==> config.mk <==
export PLATFORM = sky130hd
export DESIGN_NAME = key_access
export DESIGN_NICKNAME = d
export VERILOG_FILES = /design/src/key_access_pkg.sv /design/src/key_access.sv
export SDC_FILE = /design/constraint.sdc
export NUM_CORES = 1
export LEC_CHECK = 0
export BUFFER_PORTS_ARGS = -buffer_cell sky130_fd_sc_hd__buf_2
export CAP_MARGIN = 40
export CORE_MARGIN = 5
export CORE_UTILIZATION = 50
export DETAILED_ROUTE_END_ITERATION = 10
export GPL_TIMING_DRIVEN = 1
export PLACE_DENSITY = 0.68
export SYNTH_ARGS = -nofsm -noshare
export SYNTH_HDL_FRONTEND = slang
export SYNTH_SLANG_ARGS = --single-unit
==> constraint.sdc <==
create_clock -name clk -period 2.85 [get_ports clk]
set_input_delay 0.57 -clock clk [delete_from_list [all_inputs] [get_ports clk]]
set_output_delay 0.57 -clock clk [all_outputs]
set_load 0.05 [all_outputs]
==> src/key_access_pkg.sv <==
// constants for the key-protected access layer of the debug port
package key_access_pkg;
   // register offsets on the control-space port
   localparam logic [3:0] CTRL_REG_ADDR = 4'h2;
   localparam logic [3:0] KEY_STATUS_ADDR = 4'h7;
   localparam logic [3:0] RESET_REQUEST_ADDR = 4'h8;
   localparam logic [3:0] SYSTEM_CONTROL_ADDR = 4'ha;
   localparam logic [3:0] SYSTEM_STATUS_ADDR = 4'hb;
   // field positions
   localparam int DELAY_ENABLE_BIT = 7;
   localparam int KEY_UROW_BIT = 5;
   localparam int KEY_PROG_BIT = 4;
   localparam int KEY_ERASE_BIT = 3;
   localparam int COMMIT_BIT = 1;
   localparam int CLKREQ_BIT = 0;
   localparam int STAT_RSTSYS_BIT = 5;
   localparam int STAT_SLEEP_BIT = 4;
   localparam int STAT_PROG_BIT = 3;
   localparam int STAT_UROW_BIT = 2;
   localparam int STAT_LOCK_BIT = 0;
   // reset values
   localparam logic [7:0] RESET_RELEASE = 8'h00;
   localparam logic [7:0] RDATA_RESET = 8'h00;
   localparam logic CLKREQ_RESET = 1'b1;
   // activation keys, least significant byte shifted first
   localparam logic [63:0] KEY_CHIP_ERASE = 64'h4e564d4572617365;
   localparam logic [63:0] KEY_NV_PROG = 64'h4e564d50726f6720;
   localparam logic [63:0] KEY_USER_ROW = 64'h4e564d5573267465;
   localparam logic [2:0] KEY_LAST_BYTE = 3'h7;
   // information block sizes and reserved content
   localparam logic [4:0] INFO_LEN_FULL = 5'h10;
   localparam logic [4:0] INFO_LEN_SHORT = 5'h08;
   localparam logic [7:0] INFO_RESERVED = 8'h00;
   // idle bits between transmitted bytes
   localparam logic [2:0] IDLE_AFTER_TURN = 3'h0;
   localparam logic [2:0] IDLE_BASE = 3'h2;
   localparam logic [2:0] IDLE_EXTRA = 3'h2;
   // user row window in ram
   localparam logic [15:0] UROW_SIZE = 16'h0020;
   localparam logic [4:0] UROW_LAST = 5'h1f;
   // user row copy states
   typedef enum logic [1:0] {
      COPY_IDLE = 2'b00,
      COPY_RUN = 2'b01,
      COPY_DONE = 2'b10
   } copy_state_t;
endpackage : key_access_pkg

==> src/key_access.sv <==
// key-protected access layer: keys, reset handshake, info block, tx pacing, sync events
//
// Implementation choices: the plain strobed port and the register offsets.
`timescale 1ns/1ns
// Contract
// - pulse event on each sync rising edge
// - two idle bits between multibyte bytes
// - delay enable adds two more bits
// - first byte after turnaround: guard only
// - info block readout, 16 or 8 bytes
// - info block field layout fixed
// - 64-bit keys, low byte first, three keys
// - keys any order, prog survives erase
// - prog needs unlocked, ends on done
// - user row needs lock, write clears
// - key status readable per key
// - signature asserts reset, zero releases
// - erase unlocks; locked refuses system bus
// - brownout forced on during erase
// - user row writes only first 32 bytes
// - commit copies ram, clears flag
// - no ram readback in user row mode
// - key takes 64 bits, no reply
module key_access
   import key_access_pkg::*;
#(
   // arbitrary neutral identity content
   parameter logic [55:0] FAMILY_IDENTIFIER = 56'h31_4d_41_46_56_45_44,
   parameter logic [23:0] MEMORY_CTRL_VERSION = 24'h30_2e_31,
   parameter logic [23:0] DEBUG_LOGIC_VERSION = 24'h30_2e_31,
   parameter logic [7:0] DEBUG_OSC_FREQUENCY = 8'h33,
   parameter logic [7:0] RESET_SIGNATURE = 8'h59
) (
   input wire logic clk,
   input wire logic rst,
   // control-space register port
   input wire logic [3:0] addr,
   input wire logic [7:0] wdata,
   input wire logic wr,
   input wire logic rd,
   output logic [7:0] rdata,
   // key instruction payload
   input wire logic key_start,
   input wire logic key_byte_valid,
   input wire logic [7:0] key_byte,
   input wire logic info_req,
   input wire logic info_full,
   // multi-byte load data toward the line
   input wire logic load_valid,
   input wire logic load_first,
   input wire logic [7:0] load_data,
   output logic load_ready,
   // byte transmitter
   output logic tx_valid,
   output logic [7:0] tx_data,
   output logic [2:0] tx_idle_bits,
   input wire logic tx_ready,
   // sync character edge event
   input wire logic sync_active,
   input wire logic rx_line,
   output logic sync_edge_event,
   // system side
   input wire logic port_disable,
   input wire logic lock_fuse,
   input wire logic sys_sleep,
   input wire logic erase_done,
   input wire logic prog_done,
   input wire logic [2:0] brownout_fuse_level,
   output logic sys_reset,
   output logic erase_start,
   output logic sys_bus_allow,
   output logic brownout_force,
   output logic [2:0] brownout_level,
   // ram access filter in user row mode
   input wire logic ram_wr_req,
   input wire logic [15:0] ram_addr,
   input wire logic [7:0] ram_wdata,
   output logic ram_wr_allow,
   output logic ram_rd_allow,
   // user row copy
   output logic urow_wr_valid,
   output logic [4:0] urow_wr_addr,
   output logic [7:0] urow_wr_data
);
   function automatic logic [7:0] info_byte(input logic [4:0] idx);
      logic [127:0] blk;
      blk = {DEBUG_OSC_FREQUENCY, INFO_RESERVED, DEBUG_LOGIC_VERSION,
             MEMORY_CTRL_VERSION, INFO_RESERVED, FAMILY_IDENTIFIER};
      info_byte = blk[{idx[3:0], 3'h0} +: 8];
   endfunction : info_byte

   function automatic logic is_write(input logic [3:0] a, input logic [3:0] target,
                                     input logic w);
      is_write = w && (a == target);
   endfunction : is_write

   logic inter_byte_delay_enable;
   logic clkreq;
   logic [7:0] reset_request_reg;
   logic erase_key, prog_key, user_row_key_bit;
   logic nonvolatile_prog_flag, user_row_prog_flag, user_row_commit_bit;
   logic erased, erase_busy;
   logic [63:0] key_shift;
   logic [2:0] key_count;
   logic key_done;
   logic [63:0] key_value;
   logic reset_release;
   logic lock_state_flag;
   logic rx_prev;
   logic info_active;
   logic [4:0] info_idx, info_len;
   logic tx_take;
   logic tx_first;
   logic [7:0] row_buf [0:31];
   copy_state_t copy_state;
   logic [4:0] copy_idx;

   assign lock_state_flag = lock_fuse && !erased;
   assign reset_release = sys_reset && is_write(addr, RESET_REQUEST_ADDR, wr)
                          && (wdata == RESET_RELEASE);
   // only a full eight-byte payload is judged; nothing is sent back
   assign key_done = key_byte_valid && (key_count == KEY_LAST_BYTE);
   assign key_value = {key_byte, key_shift[63:8]};

   // key bytes arrive low byte first
   always_ff @(posedge clk) begin
      if (rst || key_start) begin
         key_count <= '0;
         key_shift <= '0;
      end else if (key_byte_valid) begin
         key_count <= key_count + 3'h1;
         key_shift <= key_value;
      end
   end

   // one bit per key, so erase never disturbs prog
   always_ff @(posedge clk) begin
      if (rst || port_disable) begin
         erase_key <= 1'b0;
      end else if (key_done && key_value == KEY_CHIP_ERASE) begin
         erase_key <= 1'b1;
      end
   end

   // prog key ends with programming done or port reset
   always_ff @(posedge clk) begin
      if (rst) begin
         prog_key <= 1'b0;
         nonvolatile_prog_flag <= 1'b0;
      end else if (key_done && key_value == KEY_NV_PROG) begin
         prog_key <= 1'b1;
      end else if (nonvolatile_prog_flag && (prog_done || reset_release)) begin
         prog_key <= 1'b0;
         nonvolatile_prog_flag <= 1'b0;
      end else if (reset_release && prog_key && !lock_state_flag) begin
         nonvolatile_prog_flag <= 1'b1;
      end
   end

   // user row key: a new match wins over a clearing write
   always_ff @(posedge clk) begin
      if (rst) begin
         user_row_key_bit <= 1'b0;
      end else if (key_done && key_value == KEY_USER_ROW) begin
         user_row_key_bit <= 1'b1;
      end else if (is_write(addr, KEY_STATUS_ADDR, wr) && wdata[KEY_UROW_BIT]) begin
         user_row_key_bit <= 1'b0;
      end
   end

   // reset request register drives the system reset
   always_ff @(posedge clk) begin
      if (rst) begin
         reset_request_reg <= RESET_RELEASE;
         sys_reset <= 1'b0;
      end else if (is_write(addr, RESET_REQUEST_ADDR, wr)) begin
         reset_request_reg <= wdata;
         if (wdata == RESET_SIGNATURE) begin
            sys_reset <= 1'b1;
         end else if (wdata == RESET_RELEASE) begin
            sys_reset <= 1'b0;
         end
      end
   end

   always_ff @(posedge clk) begin
      if (rst) begin
         inter_byte_delay_enable <= 1'b0;
         clkreq <= CLKREQ_RESET;
      end else begin
         if (is_write(addr, CTRL_REG_ADDR, wr)) begin
            inter_byte_delay_enable <= wdata[DELAY_ENABLE_BIT];
         end
         if (is_write(addr, SYSTEM_CONTROL_ADDR, wr)) begin
            clkreq <= wdata[CLKREQ_BIT];
         end
      end
   end

   // erase starts when the reset pulse ends with the erase key held
   always_ff @(posedge clk) begin
      if (rst) begin
         erase_busy <= 1'b0;
         erased <= 1'b0;
         erase_start <= 1'b0;
      end else begin
         erase_start <= reset_release && erase_key && !erase_busy;
         if (reset_release && erase_key && !erase_busy) begin
            erase_busy <= 1'b1;
         end else if (erase_busy && erase_done) begin
            erase_busy <= 1'b0;
            erased <= 1'b1;
         end
      end
   end

   // locked part sees control space only
   assign sys_bus_allow = !lock_state_flag;
   // brownout forced on with fuse level during erase
   assign brownout_force = erase_busy;
   assign brownout_level = brownout_fuse_level;

   // only the first 32 ram bytes are written in user row mode
   assign ram_wr_allow = ram_wr_req && (!user_row_prog_flag || ram_addr < UROW_SIZE);
   // no readback while user row programming
   assign ram_rd_allow = !user_row_prog_flag && !lock_state_flag;

   // the copy source is kept locally so the commit needs no ram read port
   always_ff @(posedge clk) begin
      if (user_row_prog_flag && ram_wr_req && ram_addr < UROW_SIZE) begin
         row_buf[ram_addr[4:0]] <= ram_wdata;
      end
   end

   // commit copies the row one to one, then drops the flag
   always_ff @(posedge clk) begin
      if (rst) begin
         copy_state <= COPY_IDLE;
         copy_idx <= '0;
         user_row_prog_flag <= 1'b0;
         user_row_commit_bit <= 1'b0;
         urow_wr_valid <= 1'b0;
         urow_wr_addr <= '0;
         urow_wr_data <= '0;
      end else begin
         urow_wr_valid <= 1'b0;
         case (copy_state)
            COPY_IDLE: begin
               // user row mode only on a locked part
               if (reset_release && user_row_key_bit && lock_state_flag) begin
                  user_row_prog_flag <= 1'b1;
               end
               if (user_row_prog_flag && is_write(addr, SYSTEM_CONTROL_ADDR, wr)
                   && wdata[COMMIT_BIT]) begin
                  user_row_commit_bit <= 1'b1;
                  copy_idx <= '0;
                  copy_state <= COPY_RUN;
               end
            end
            COPY_RUN: begin
               urow_wr_valid <= 1'b1;
               urow_wr_addr <= copy_idx;
               urow_wr_data <= row_buf[copy_idx];
               copy_idx <= copy_idx + 5'h1;
               if (copy_idx == UROW_LAST) begin
                  copy_state <= COPY_DONE;
               end
            end
            COPY_DONE: begin
               user_row_prog_flag <= 1'b0;
               user_row_commit_bit <= 1'b0;
               copy_state <= COPY_IDLE;
            end
            default: copy_state <= COPY_IDLE;
         endcase
      end
   end

   // rising edge of the line inside a sync character
   always_ff @(posedge clk) begin
      if (rst) begin
         rx_prev <= 1'b1;
         sync_edge_event <= 1'b0;
      end else begin
         rx_prev <= rx_line;
         sync_edge_event <= sync_active && rx_line && !rx_prev;
      end
   end

   // info block readout starts on a request only while no readout is active
   always_ff @(posedge clk) begin
      if (rst) begin
         info_active <= 1'b0;
         info_idx <= '0;
         info_len <= '0;
      end else if (info_req && !info_active) begin
         info_active <= 1'b1;
         info_idx <= '0;
         info_len <= info_full ? INFO_LEN_FULL : INFO_LEN_SHORT;
      end else if (info_active && tx_take) begin
         info_idx <= info_idx + 5'h1;
         info_active <= (info_idx + 5'h1) != info_len;
      end
   end

   assign tx_take = !tx_valid || tx_ready;
   assign load_ready = tx_take && !info_active;

   // idle spacing per byte, guard time left to the line
   always_ff @(posedge clk) begin
      if (rst) begin
         tx_valid <= 1'b0;
         tx_data <= '0;
         tx_idle_bits <= IDLE_AFTER_TURN;
         tx_first <= 1'b0;
      end else if (tx_take) begin
         tx_valid <= info_active || load_valid;
         if (info_active) begin
            tx_data <= info_byte(info_idx);
            tx_first <= (info_idx == 5'h0);
         end else if (load_valid) begin
            tx_data <= load_data;
            tx_first <= load_first;
         end
         if ((info_active && info_idx == 5'h0) || (!info_active && load_first)) begin
            tx_idle_bits <= IDLE_AFTER_TURN;
         end else if (inter_byte_delay_enable) begin
            tx_idle_bits <= IDLE_BASE + IDLE_EXTRA;
         end else begin
            tx_idle_bits <= IDLE_BASE;
         end
      end
   end

   always_ff @(posedge clk) begin
      if (rst || !rd) begin
         rdata <= RDATA_RESET;
      end else begin
         rdata <= RDATA_RESET;
         case (addr)
            CTRL_REG_ADDR: rdata[DELAY_ENABLE_BIT] <= inter_byte_delay_enable;
            KEY_STATUS_ADDR: begin
               rdata[KEY_UROW_BIT] <= user_row_key_bit;
               rdata[KEY_PROG_BIT] <= prog_key;
               rdata[KEY_ERASE_BIT] <= erase_key;
            end
            RESET_REQUEST_ADDR: rdata <= reset_request_reg;
            SYSTEM_CONTROL_ADDR: begin
               rdata[COMMIT_BIT] <= user_row_commit_bit;
               rdata[CLKREQ_BIT] <= clkreq;
            end
            SYSTEM_STATUS_ADDR: begin
               rdata[STAT_RSTSYS_BIT] <= sys_reset;
               rdata[STAT_SLEEP_BIT] <= sys_sleep;
               rdata[STAT_PROG_BIT] <= nonvolatile_prog_flag;
               rdata[STAT_UROW_BIT] <= user_row_prog_flag;
               rdata[STAT_LOCK_BIT] <= lock_state_flag;
            end
            default: rdata <= RDATA_RESET;
         endcase
      end
   end
endmodule : key_access

After elaboration in Yosys (flattened, before gate mapping)
Memories as Yosys holds them, arrays and structs flattened. A register that Yosys moved wholly into a read port is not among the register bits.
Index checks and enable logic that the tools add are counted.
W data, S select, Z words.
{"block": "op_classes", "n_addsub": 3, "order_cmp": 1, "n_eq_ne": 17, "shift": 1, "mux": 34, "bitwise_logic": 3, "reduce_logical": 71}
{"operator": "$eq A64 B63 Y1 const B", "n": 3}
{"operator": "$shiftx A128 B8 Y8 const A", "n": 1}
{"operator": "$logic_and A1 B1 Y1", "n": 33}
{"operator": "$reduce_bool A2 Y1", "n": 9}
{"operator": "$mux W1", "n": 17}
{"operator": "$lt A16 B6 Y1 const B", "n": 1}
{"operator": "$mux W8", "n": 2}
{"operator": "$reduce_and A2 Y1", "n": 8}
{"operator": "$eq A4 B4 Y1 const B", "n": 3}
{"operator": "$add A5 B1 Y5 const B", "n": 2}
{"operator": "$mux W5", "n": 2}
{"operator": "$pmux W1 S2", "n": 5}
{"operator": "$pmux W5 S2", "n": 1}
{"operator": "$pmux W3 S3", "n": 1}
{"operator": "$eq A8 B7 Y1 const B", "n": 1}
{"operator": "$logic_not A1 Y1", "n": 8}
{"operator": "$logic_not A8 Y1", "n": 1}
{"operator": "$logic_or A1 B1 Y1", "n": 8}
{"operator": "$mux W3", "n": 2}
{"operator": "$ne A2 B2 Y1 const B", "n": 3}
{"operator": "$eq A5 B5 Y1 const B", "n": 1}
{"operator": "$logic_not A5 Y1", "n": 1}
{"operator": "$ne A5 B5 Y1", "n": 1}
{"operator": "$eq A4 B2 Y1 const B", "n": 1}
{"operator": "11 further kinds", "n": 15}
{"block": "word_totals", "reg_bits": 133, "ramBits": 256, "in_bits": 74, "out_inout_bits": 45, "word_cells": 160, "n_memories": 1}
{"name": "row_buf", "words": 32, "width": 8, "read_ports": 1, "rd_clocked_by_memory_dff": 1, "wr": 1, "line_no": "key_access.sv:114", "rtl": "logic [7:0] row_buf [0:31];"}

Depth between registers and ports, before layout
Gate-level depths: netlist of the first run.
{"block": "logic_depth", "depth_word": 8, "mapped_depth": 8, "mapped_depth_nobuf": 7}

Worst setup path before layout of the first run
OpenSTA, ideal clock, no wires.
{"block": "synth_path", "path_type": "input port to output port", "startpoint": "input ram_addr[15]", "endpoint": "output ram_wr_allow", "arrival_time_ns": 2.119, "t_required_ns": 2.280, "slack_ns": 0.161, "path_stages": 3, "n_path_buf": 0, "path_cell_list": "nor4_1 -> nand3_1 -> a21boi_0"}
{"block": "synth_via", "elab_chain_cells": 3}
{"item": "start: declaration", "line_no": "key_access.sv:76", "rtl": "input wire logic [15:0] ram_addr,"}
{"item": "$lt A16 B6 Y1", "line_no": "key_access.sv:224", "rtl": "assign ram_wr_allow = ram_wr_req && (!user_row_prog_flag || ram_addr < UROW_SIZE);"}
{"item": "$logic_or A1 B1 Y1", "line_no": "key_access.sv:224"}
{"item": "$logic_and A1 B1 Y1", "line_no": "key_access.sv:224"}
{"item": "end: declaration", "line_no": "key_access.sv:78", "rtl": "output logic ram_wr_allow,"}
Every way passes these cells.

==> impl_metrics.toml, run 1 <==
[floorplanning]
initial_core_util_pct = 50.6
rows = 64
die_h_um = 186
die-area_um2 = 34500
coreArea_um2 = 30500
die_width_um = 186
pin_count = 119

[synthesis]
syn_area_um2 = 15400
synthArstFlopShare_pct = 0
synth_cells = 1077
synth.distinct_cells = 66
yosysSeqAreaShare_pct = 66.5
synthDominantCellAreaShare_pct = 49.8
synth.avg_cell_area_um2 = 14.3
synth_ff_type = "edfxtp_1"
synth_top_area_cell = "edfxtp_1"
synthesis.nets = 1161
synth_edf_count = 256
yosysWarnings = 0
synth-seq-cells = 385
synthTopCellsByArea = "edfxtp_1 (50%), dfxtp_1 (17%), mux4_2 (7.6%)"

[worst_hold_path]
min_to = "erase_key"
worstHoldPathCells = 2
min_path_type = "input pin to register"
hp-start = "port_disable"

[drt]
drt-total-wl_mm = 35.5
drc = 1
drtAntennaViolNets = 0
drt_iter0_drc = 811
dr.pass1.iters = 8
wl_per_cell_um = 21.5
vias_per_cell = 5.76
via_count = 9541

[global_routing]
grt_pass1_wl_mm = 54.7
grt_use_total_pct = 20.6
grt_pass1_vias = 9363
gr-total-overflow = 0
antenna_found_initial = 0
grt_max_degree = 60

[critical_path]
critical_path_arrival_ns = 2.75
reg2reg_slack_ns = 0.50
cp_max_fo = 21
timing.rr.end = "urow_wr_data[4]"
cp-start-kind = "register"
rr_worst_depth = 6
crit_type = "register to register"
endpoint_kind = "register"
required_ns = 3.25
reg2reg_from = "copy_idx[0]"

[timing]
worst_pin_slew_ns = 0.778
worst_slack_ns = 0.499
whs_ns = 0.222
slew_violations = 0
fmax_ghz = 0.425
rsz0062_at_grt = "false"
fin_crit_sh_pct = 82.5
finalSetupViolations = 0
fin_crit_ns = 2.35
finClkSkew_ns = 0.0279
hold_viol_final = 0
setup-tns-final_ns = 0
maxSlewHeadroom_pct = 48.1

[job]
maxCapViolCount = 0

[cts]
cts_setup_buffers = 0
tritoncts = "done"
clock-sinks = 385
cts_resized = 0
clk_latency_ns = 0.53
postCtsHoldBufs = 0
clk_path_buf_depth = 3
clock_tree.root_cell = "clkbuf_16"
cts_inserted_buffers = 41
clk_pin_slew_worst_paths_ns = 0.06
htree_levels = 2

[status]
violations = "design-rule violations"
status = "complete, but fails checks"

[power]
ir_worst_vdd_v = 0.000531
leakage_uw = 0.00632
power.density_nw_per_um2 = 658
p_clk_share_pct = 46.5
pwr-share-seq_pct = 50.1
internal-power_uw = 9550
p_switching_uw = 2410
switching_share_pct = 20.1
combinationalPowerShare_pct = 3.4

[final_layout]
layout.cells.non_filler = 1656
synthToLayoutAreaGrowth_pct = 17.6
final_common_cell = "edfxtp_1"
largest_reg_flops = 256
final_util_pct = 59.5
num_antenna_cells = 0
layout_common_cells = "edfxtp_1 (256), nor2_1 (138), dfxtp_1 (126)"
drive_above_1_share_pct = 25.6
nets = 1313

[place]
dp_cells = 1582
preCtsSetupSlack_ns = 0.379
gp_routability_congestion = 0.823
dpl.hpwl_mm = 23.0
io_buffers = 111
kinds of logic (layout without fill, tap and decap cells):
| logic type | Yosys count | in the layout | share of synthesized area [%] |
|---|---|---|---|
| mux | 156 | 156 | 14.4 |
| xor+xnor | 12 | 12 | 0.681 |
| other cells | 1 | 1 | 0.0243 |
| buf+inv | 69 | 252 | 2.03 |
| fa+ha+maj | 10 | 10 | 0.810 |
| compound gates | 122 | 122 | 5.16 |
| flops | 385 | 385 | 66.5 |
| simple gates | 322 | 322 | 10.4 |
power by group through the flow:
stage	clock network (uW)	logic, uW	registers, uW
floorplan	0	196	6150
global placement	0	406	6110
detailed placement	0	410	6110
CTS	5650	411	5990
global route	5930	440	5990
finish	5560	408	5990
worst max path at each step:
| stage | startpoint | to | cells past startpoint |
|---|---|---|---|
| finish | copy_idx[0] | urow_wr_data[4] | 6 |
| global route | copy_idx[0] | urow_wr_data[4] | 6 |
| CTS | copy_idx[0] | urow_wr_data[4] | 6 |
| detailed placement | key_byte[5] | erase_key | 6 |
| global placement | key_byte[5] | erase_key | 6 |
| floorplan | ram_addr[15] | ram_wr_allow | 3 |
worst max-delay path, cell delays in order (launching register included):
cell       delay (ns)
dfxtp_4          0.64
buf_12           0.25
mux4_2           0.53
mux2i_1          0.24
o32ai_1          0.11
a2111oi_0        0.37
nor2_1           0.07
Yosys cell counts, drive strengths merged, types with 3 or more instances:
| master | count |
|---|---|
| edfxtp | 256 |
| nor2 | 138 |
| dfxtp | 129 |
| mux2i | 92 |
| a21oi | 52 |
| mux4 | 52 |
| nand2 | 51 |
| clkbuf | 36 |
| buf | 28 |
| nand3 | 23 |
| nor3 | 17 |
| o21ai | 16 |
| nand2b | 15 |
| nor2b | 13 |
| mux2 | 12 |
| a221oi | 11 |
| ha | 10 |
| nor3b | 8 |
| nor4 | 8 |
| a211oi | 7 |
| a211o | 6 |
| and2 | 6 |
| o221ai | 6 |
| xnor2 | 6 |
| xor2 | 6 |
| and3 | 5 |
| inv | 5 |
| nor4b | 5 |
| or2 | 5 |
| a22oi | 4 |
| nand3b | 4 |
| nand4 | 4 |
| nand4b | 4 |
| and4bb | 3 |
| nor4bb | 3 |
| o211ai | 3 |
| or3 | 3 |
routing by layer:
| layer | GRT usage, % | share of wire (%) | vias up |
|---|---|---|---|
| met2 | 32.0 | 45 | 414 |
| met4 | 4.95 | 2.0 | 0 |
| met5 | 0 | 0 | - |
| met1 | 30.8 | 44 | 4681 |
| li1 | - | - | 4390 |
| met3 | 3.15 | 8.4 | 56 |
per-stage QoR:
step	instance area, um2	total power [uW]
floorplan	15400	6340
global placement	16700	6510
detailed placement	16700	6520
CTS	18200	12100
global route	18200	12400
finish	18200	12000
final cells by class:
cell class | instances | area, um2
repair buffers | 173 | 1060
flip-flops and latches | 385 | 10300
fillers | 2372 | 12300
well taps | 396 | 495
clock inverters | 16 | 228
clock buffers | 58 | 1230
inverters | 5 | 18.8
multi-input cells | 623 | 4860
Power figures use the tool's default switching activity.
==> inputs of run 2 (changes only) <==
--- a/config.mk
+++ b/config.mk
@@ -11,7 +11,7 @@
 export CORE_UTILIZATION = 50
 export DETAILED_ROUTE_END_ITERATION = 10
 export GPL_TIMING_DRIVEN = 1
-export PLACE_DENSITY = 0.68
+export PLACE_DENSITY = 0.71
 export SYNTH_ARGS = -nofsm -noshare
 export SYNTH_HDL_FRONTEND = slang
 export SYNTH_SLANG_ARGS = --single-unit
==> constraint.sdc (replaced) <==
create_clock -name clk -period 1.9 [get_ports clk]
set_input_delay 0.38 -clock clk [delete_from_list [all_inputs] [get_ports clk]]
set_output_delay 0.38 -clock clk [all_outputs]
set_load 0.05 [all_outputs]
==> impl_metrics.toml, run 2 (synthesis results as in run 1) <==
[status]
status = "complete, but fails checks"
violations = "negative setup slack"

[place]
dpl.hpwl_mm = 23.1
gp_routability_congestion = 0.872
dp_cells = 1618
io_buffers = 111

[timing]
finalSetupViolations = 10
fmax_ghz = 0.495
maxSlewHeadroom_pct = 53.5
finClkSkew_ns = 0.0228
fin_crit_ns = 2.02
fin_crit_sh_pct = 106
worst_pin_slew_ns = 0.698
hold_viol_final = 0
slew_violations = 0
rsz0062_at_grt = "true"
worst_slack_ns = -0.121

[floorplanning]
die-area_um2 = 34500
initial_core_util_pct = 50.6
rows = 64
coreArea_um2 = 30500
die_width_um = 186
die_h_um = 186
pin_count = 119

[drt]
drt_iter0_drc = 858
drtAntennaViolNets = 0
wl_per_cell_um = 20.8
drc = 0
dr.pass1.iters = 5
via_count = 9746
vias_per_cell = 5.72
drt-total-wl_mm = 35.5

[power]
switching_share_pct = 20.2
total_power_uw = 17900
p_switching_uw = 3610
combinationalPowerShare_pct = 3.5
pwr-share-seq_pct = 50.2
p_clk_share_pct = 46.3
leakage_uw = 0.00666
power.density_nw_per_um2 = 948
ir_worst_vdd_v = 0.000644
internal-power_uw = 14300

[final_layout]
register_area_um2 = 10300
synthToLayoutAreaGrowth_pct = 22.2
nets = 1361
final_common_cell = "edfxtp_1"
n_fill_cell = 2249
drive_above_1_share_pct = 30.7
num_antenna_cells = 0
layout.cells.non_filler = 1705
multiInputGateArea_um2 = 5050
largest_reg_flops = 256
layout_common_cells = "edfxtp_1 (256), nor2_1 (130), dfxtp_1 (126)"

[cts]
htree_levels = 2
cts_inserted_buffers = 40
clock_tree.root_cell = "clkbuf_16"
clk_latency_ns = 0.53
tritoncts = "done"
clock-sinks = 385
clk_path_buf_depth = 3
clk_pin_slew_worst_paths_ns = 0.07

[job]
maxCapViolCount = 0

[global_routing]
gr-total-overflow = 0
grt_pass1_wl_mm = 54.7
grt_use_total_pct = 20.4
grt_max_degree = 60
grt_pass1_vias = 9637
antenna_found_initial = 0

[critical_path]
critical_path_arrival_ns = 2.42
path_buf_inv = 3
reg2reg_slack_ns = -0.12
cp-start-kind = "register"
rr_worst_depth = 8
slowest_stage = "mux4_2"
timing.critical_path.to = "urow_wr_data[4]"
cp_cell_sequence = "buf_12, buf_12, buf_4, mux4_2, mux2i_2, nor2_1, a2111oi_2, nor2_1"
reg2reg_from = "copy_idx[0]"
critPathLaunch = "copy_idx[0]"
worst-path-stages = 8
cp_top_family = "multiplexers"
crit_type = "register to register"
required_ns = 2.30
worst_path_largest_cell_delay_ns = 0.53
timing.rr.end = "urow_wr_data[4]"
cp_max_fo = 7
endpoint_kind = "register"

[worst_hold_path]
min_path_type = "input pin to register"
==> run 2: cell count changes in the layout (fill, tap and decap cells not counted), moves of 8 or more <==
cell,change
buf_4,+35
buf_12,+10
clkbuf_8,-9
clkinv_1,+9
a221oi_1,-8
a221oi_2,+8
nor2_1,-8
o21ai_0,-8
==> run 2: power by group through the flow <==
stage                     Clock, uW  Combinational (uW)  Sequential, uW
after global routing           8810                 684            8980
final                          8280                 634            8980
after floorplan                   0                 297            9220
after global placement            0                 619            9160
after detailed placement          0                 628            9160
after CTS                      8420                 633            8980
==> run 2: stage by stage <==
step                worst slack [ns]  hold WS, ns  util [%]  cell area (um2)  TNS, ns
floorplan                     -0.134        0.374         -            15500   -25.53
global placement              -0.219        0.381      56.0            17100   -29.51
detailed placement            -0.348        0.392      56.0            17100   -58.29
CTS                           -0.109       0.0395      61.5            18800   -0.774
global route                  -0.209       0.0456      61.9            18900    -1.47
finish                        -0.121       0.0573      61.9            18900   -0.823
==> run 2: layout make-up <==
cell class	count	area share, %
clock buffer	47	5.67
clock inverter	27	1.82
tap	396	2.63
timing repair buffer	222	8.54
inverter	5	0.0995
multi-input combinational	623	26.8
sequential	385	54.5
==> run 2: metal layers <==
| metal | part of all wire (%) | vias to the layer above | track usage (%) |
|---|---|---|---|
| met5 | 0 | - | 0 |
| met4 | 1.7 | 0 | 4.31 |
| met3 | 8.4 | 53 | 4.38 |
| met2 | 47 | 379 | 32.8 |
| met1 | 43 | 4822 | 29.2 |
| li1 | - | 4492 | - |
==> run 2: worst register-to-register path, cell delays in order (launching register included) <==
cell	delay [ns]
dfxtp_4	0.40
buf_12	0.14
buf_12	0.13
buf_4	0.11
mux4_2	0.53
mux2i_2	0.21
nor2_1	0.09
a2111oi_2	0.22
nor2_1	0.08
==> run 2: how the worst min path moves through the flow <==
stage | startpoint | end | slack (ns) | cells after the start
final | rx_line | rx_prev | 0.06 | 2
after detailed placement | rx_prev | sync_edge_event | 0.39 | 1
after global routing | port_disable | erase_key | 0.05 | 2
after global placement | rx_prev | sync_edge_event | 0.38 | 1
after CTS | port_disable | erase_key | 0.04 | 2
after floorplan | rx_prev | sync_edge_event | 0.37 | 1
==> run 2: repair_timing <==
action | in CTS | in global routing
pin swaps | 10 | 7
gates cloned | 1 | 1
hold endpoints to repair | 0 | 0
setup endpoints to repair | 14 | 13
buffers inserted | 7 | 4
hold buffers | 0 | 0
resized for setup | 38 | 11
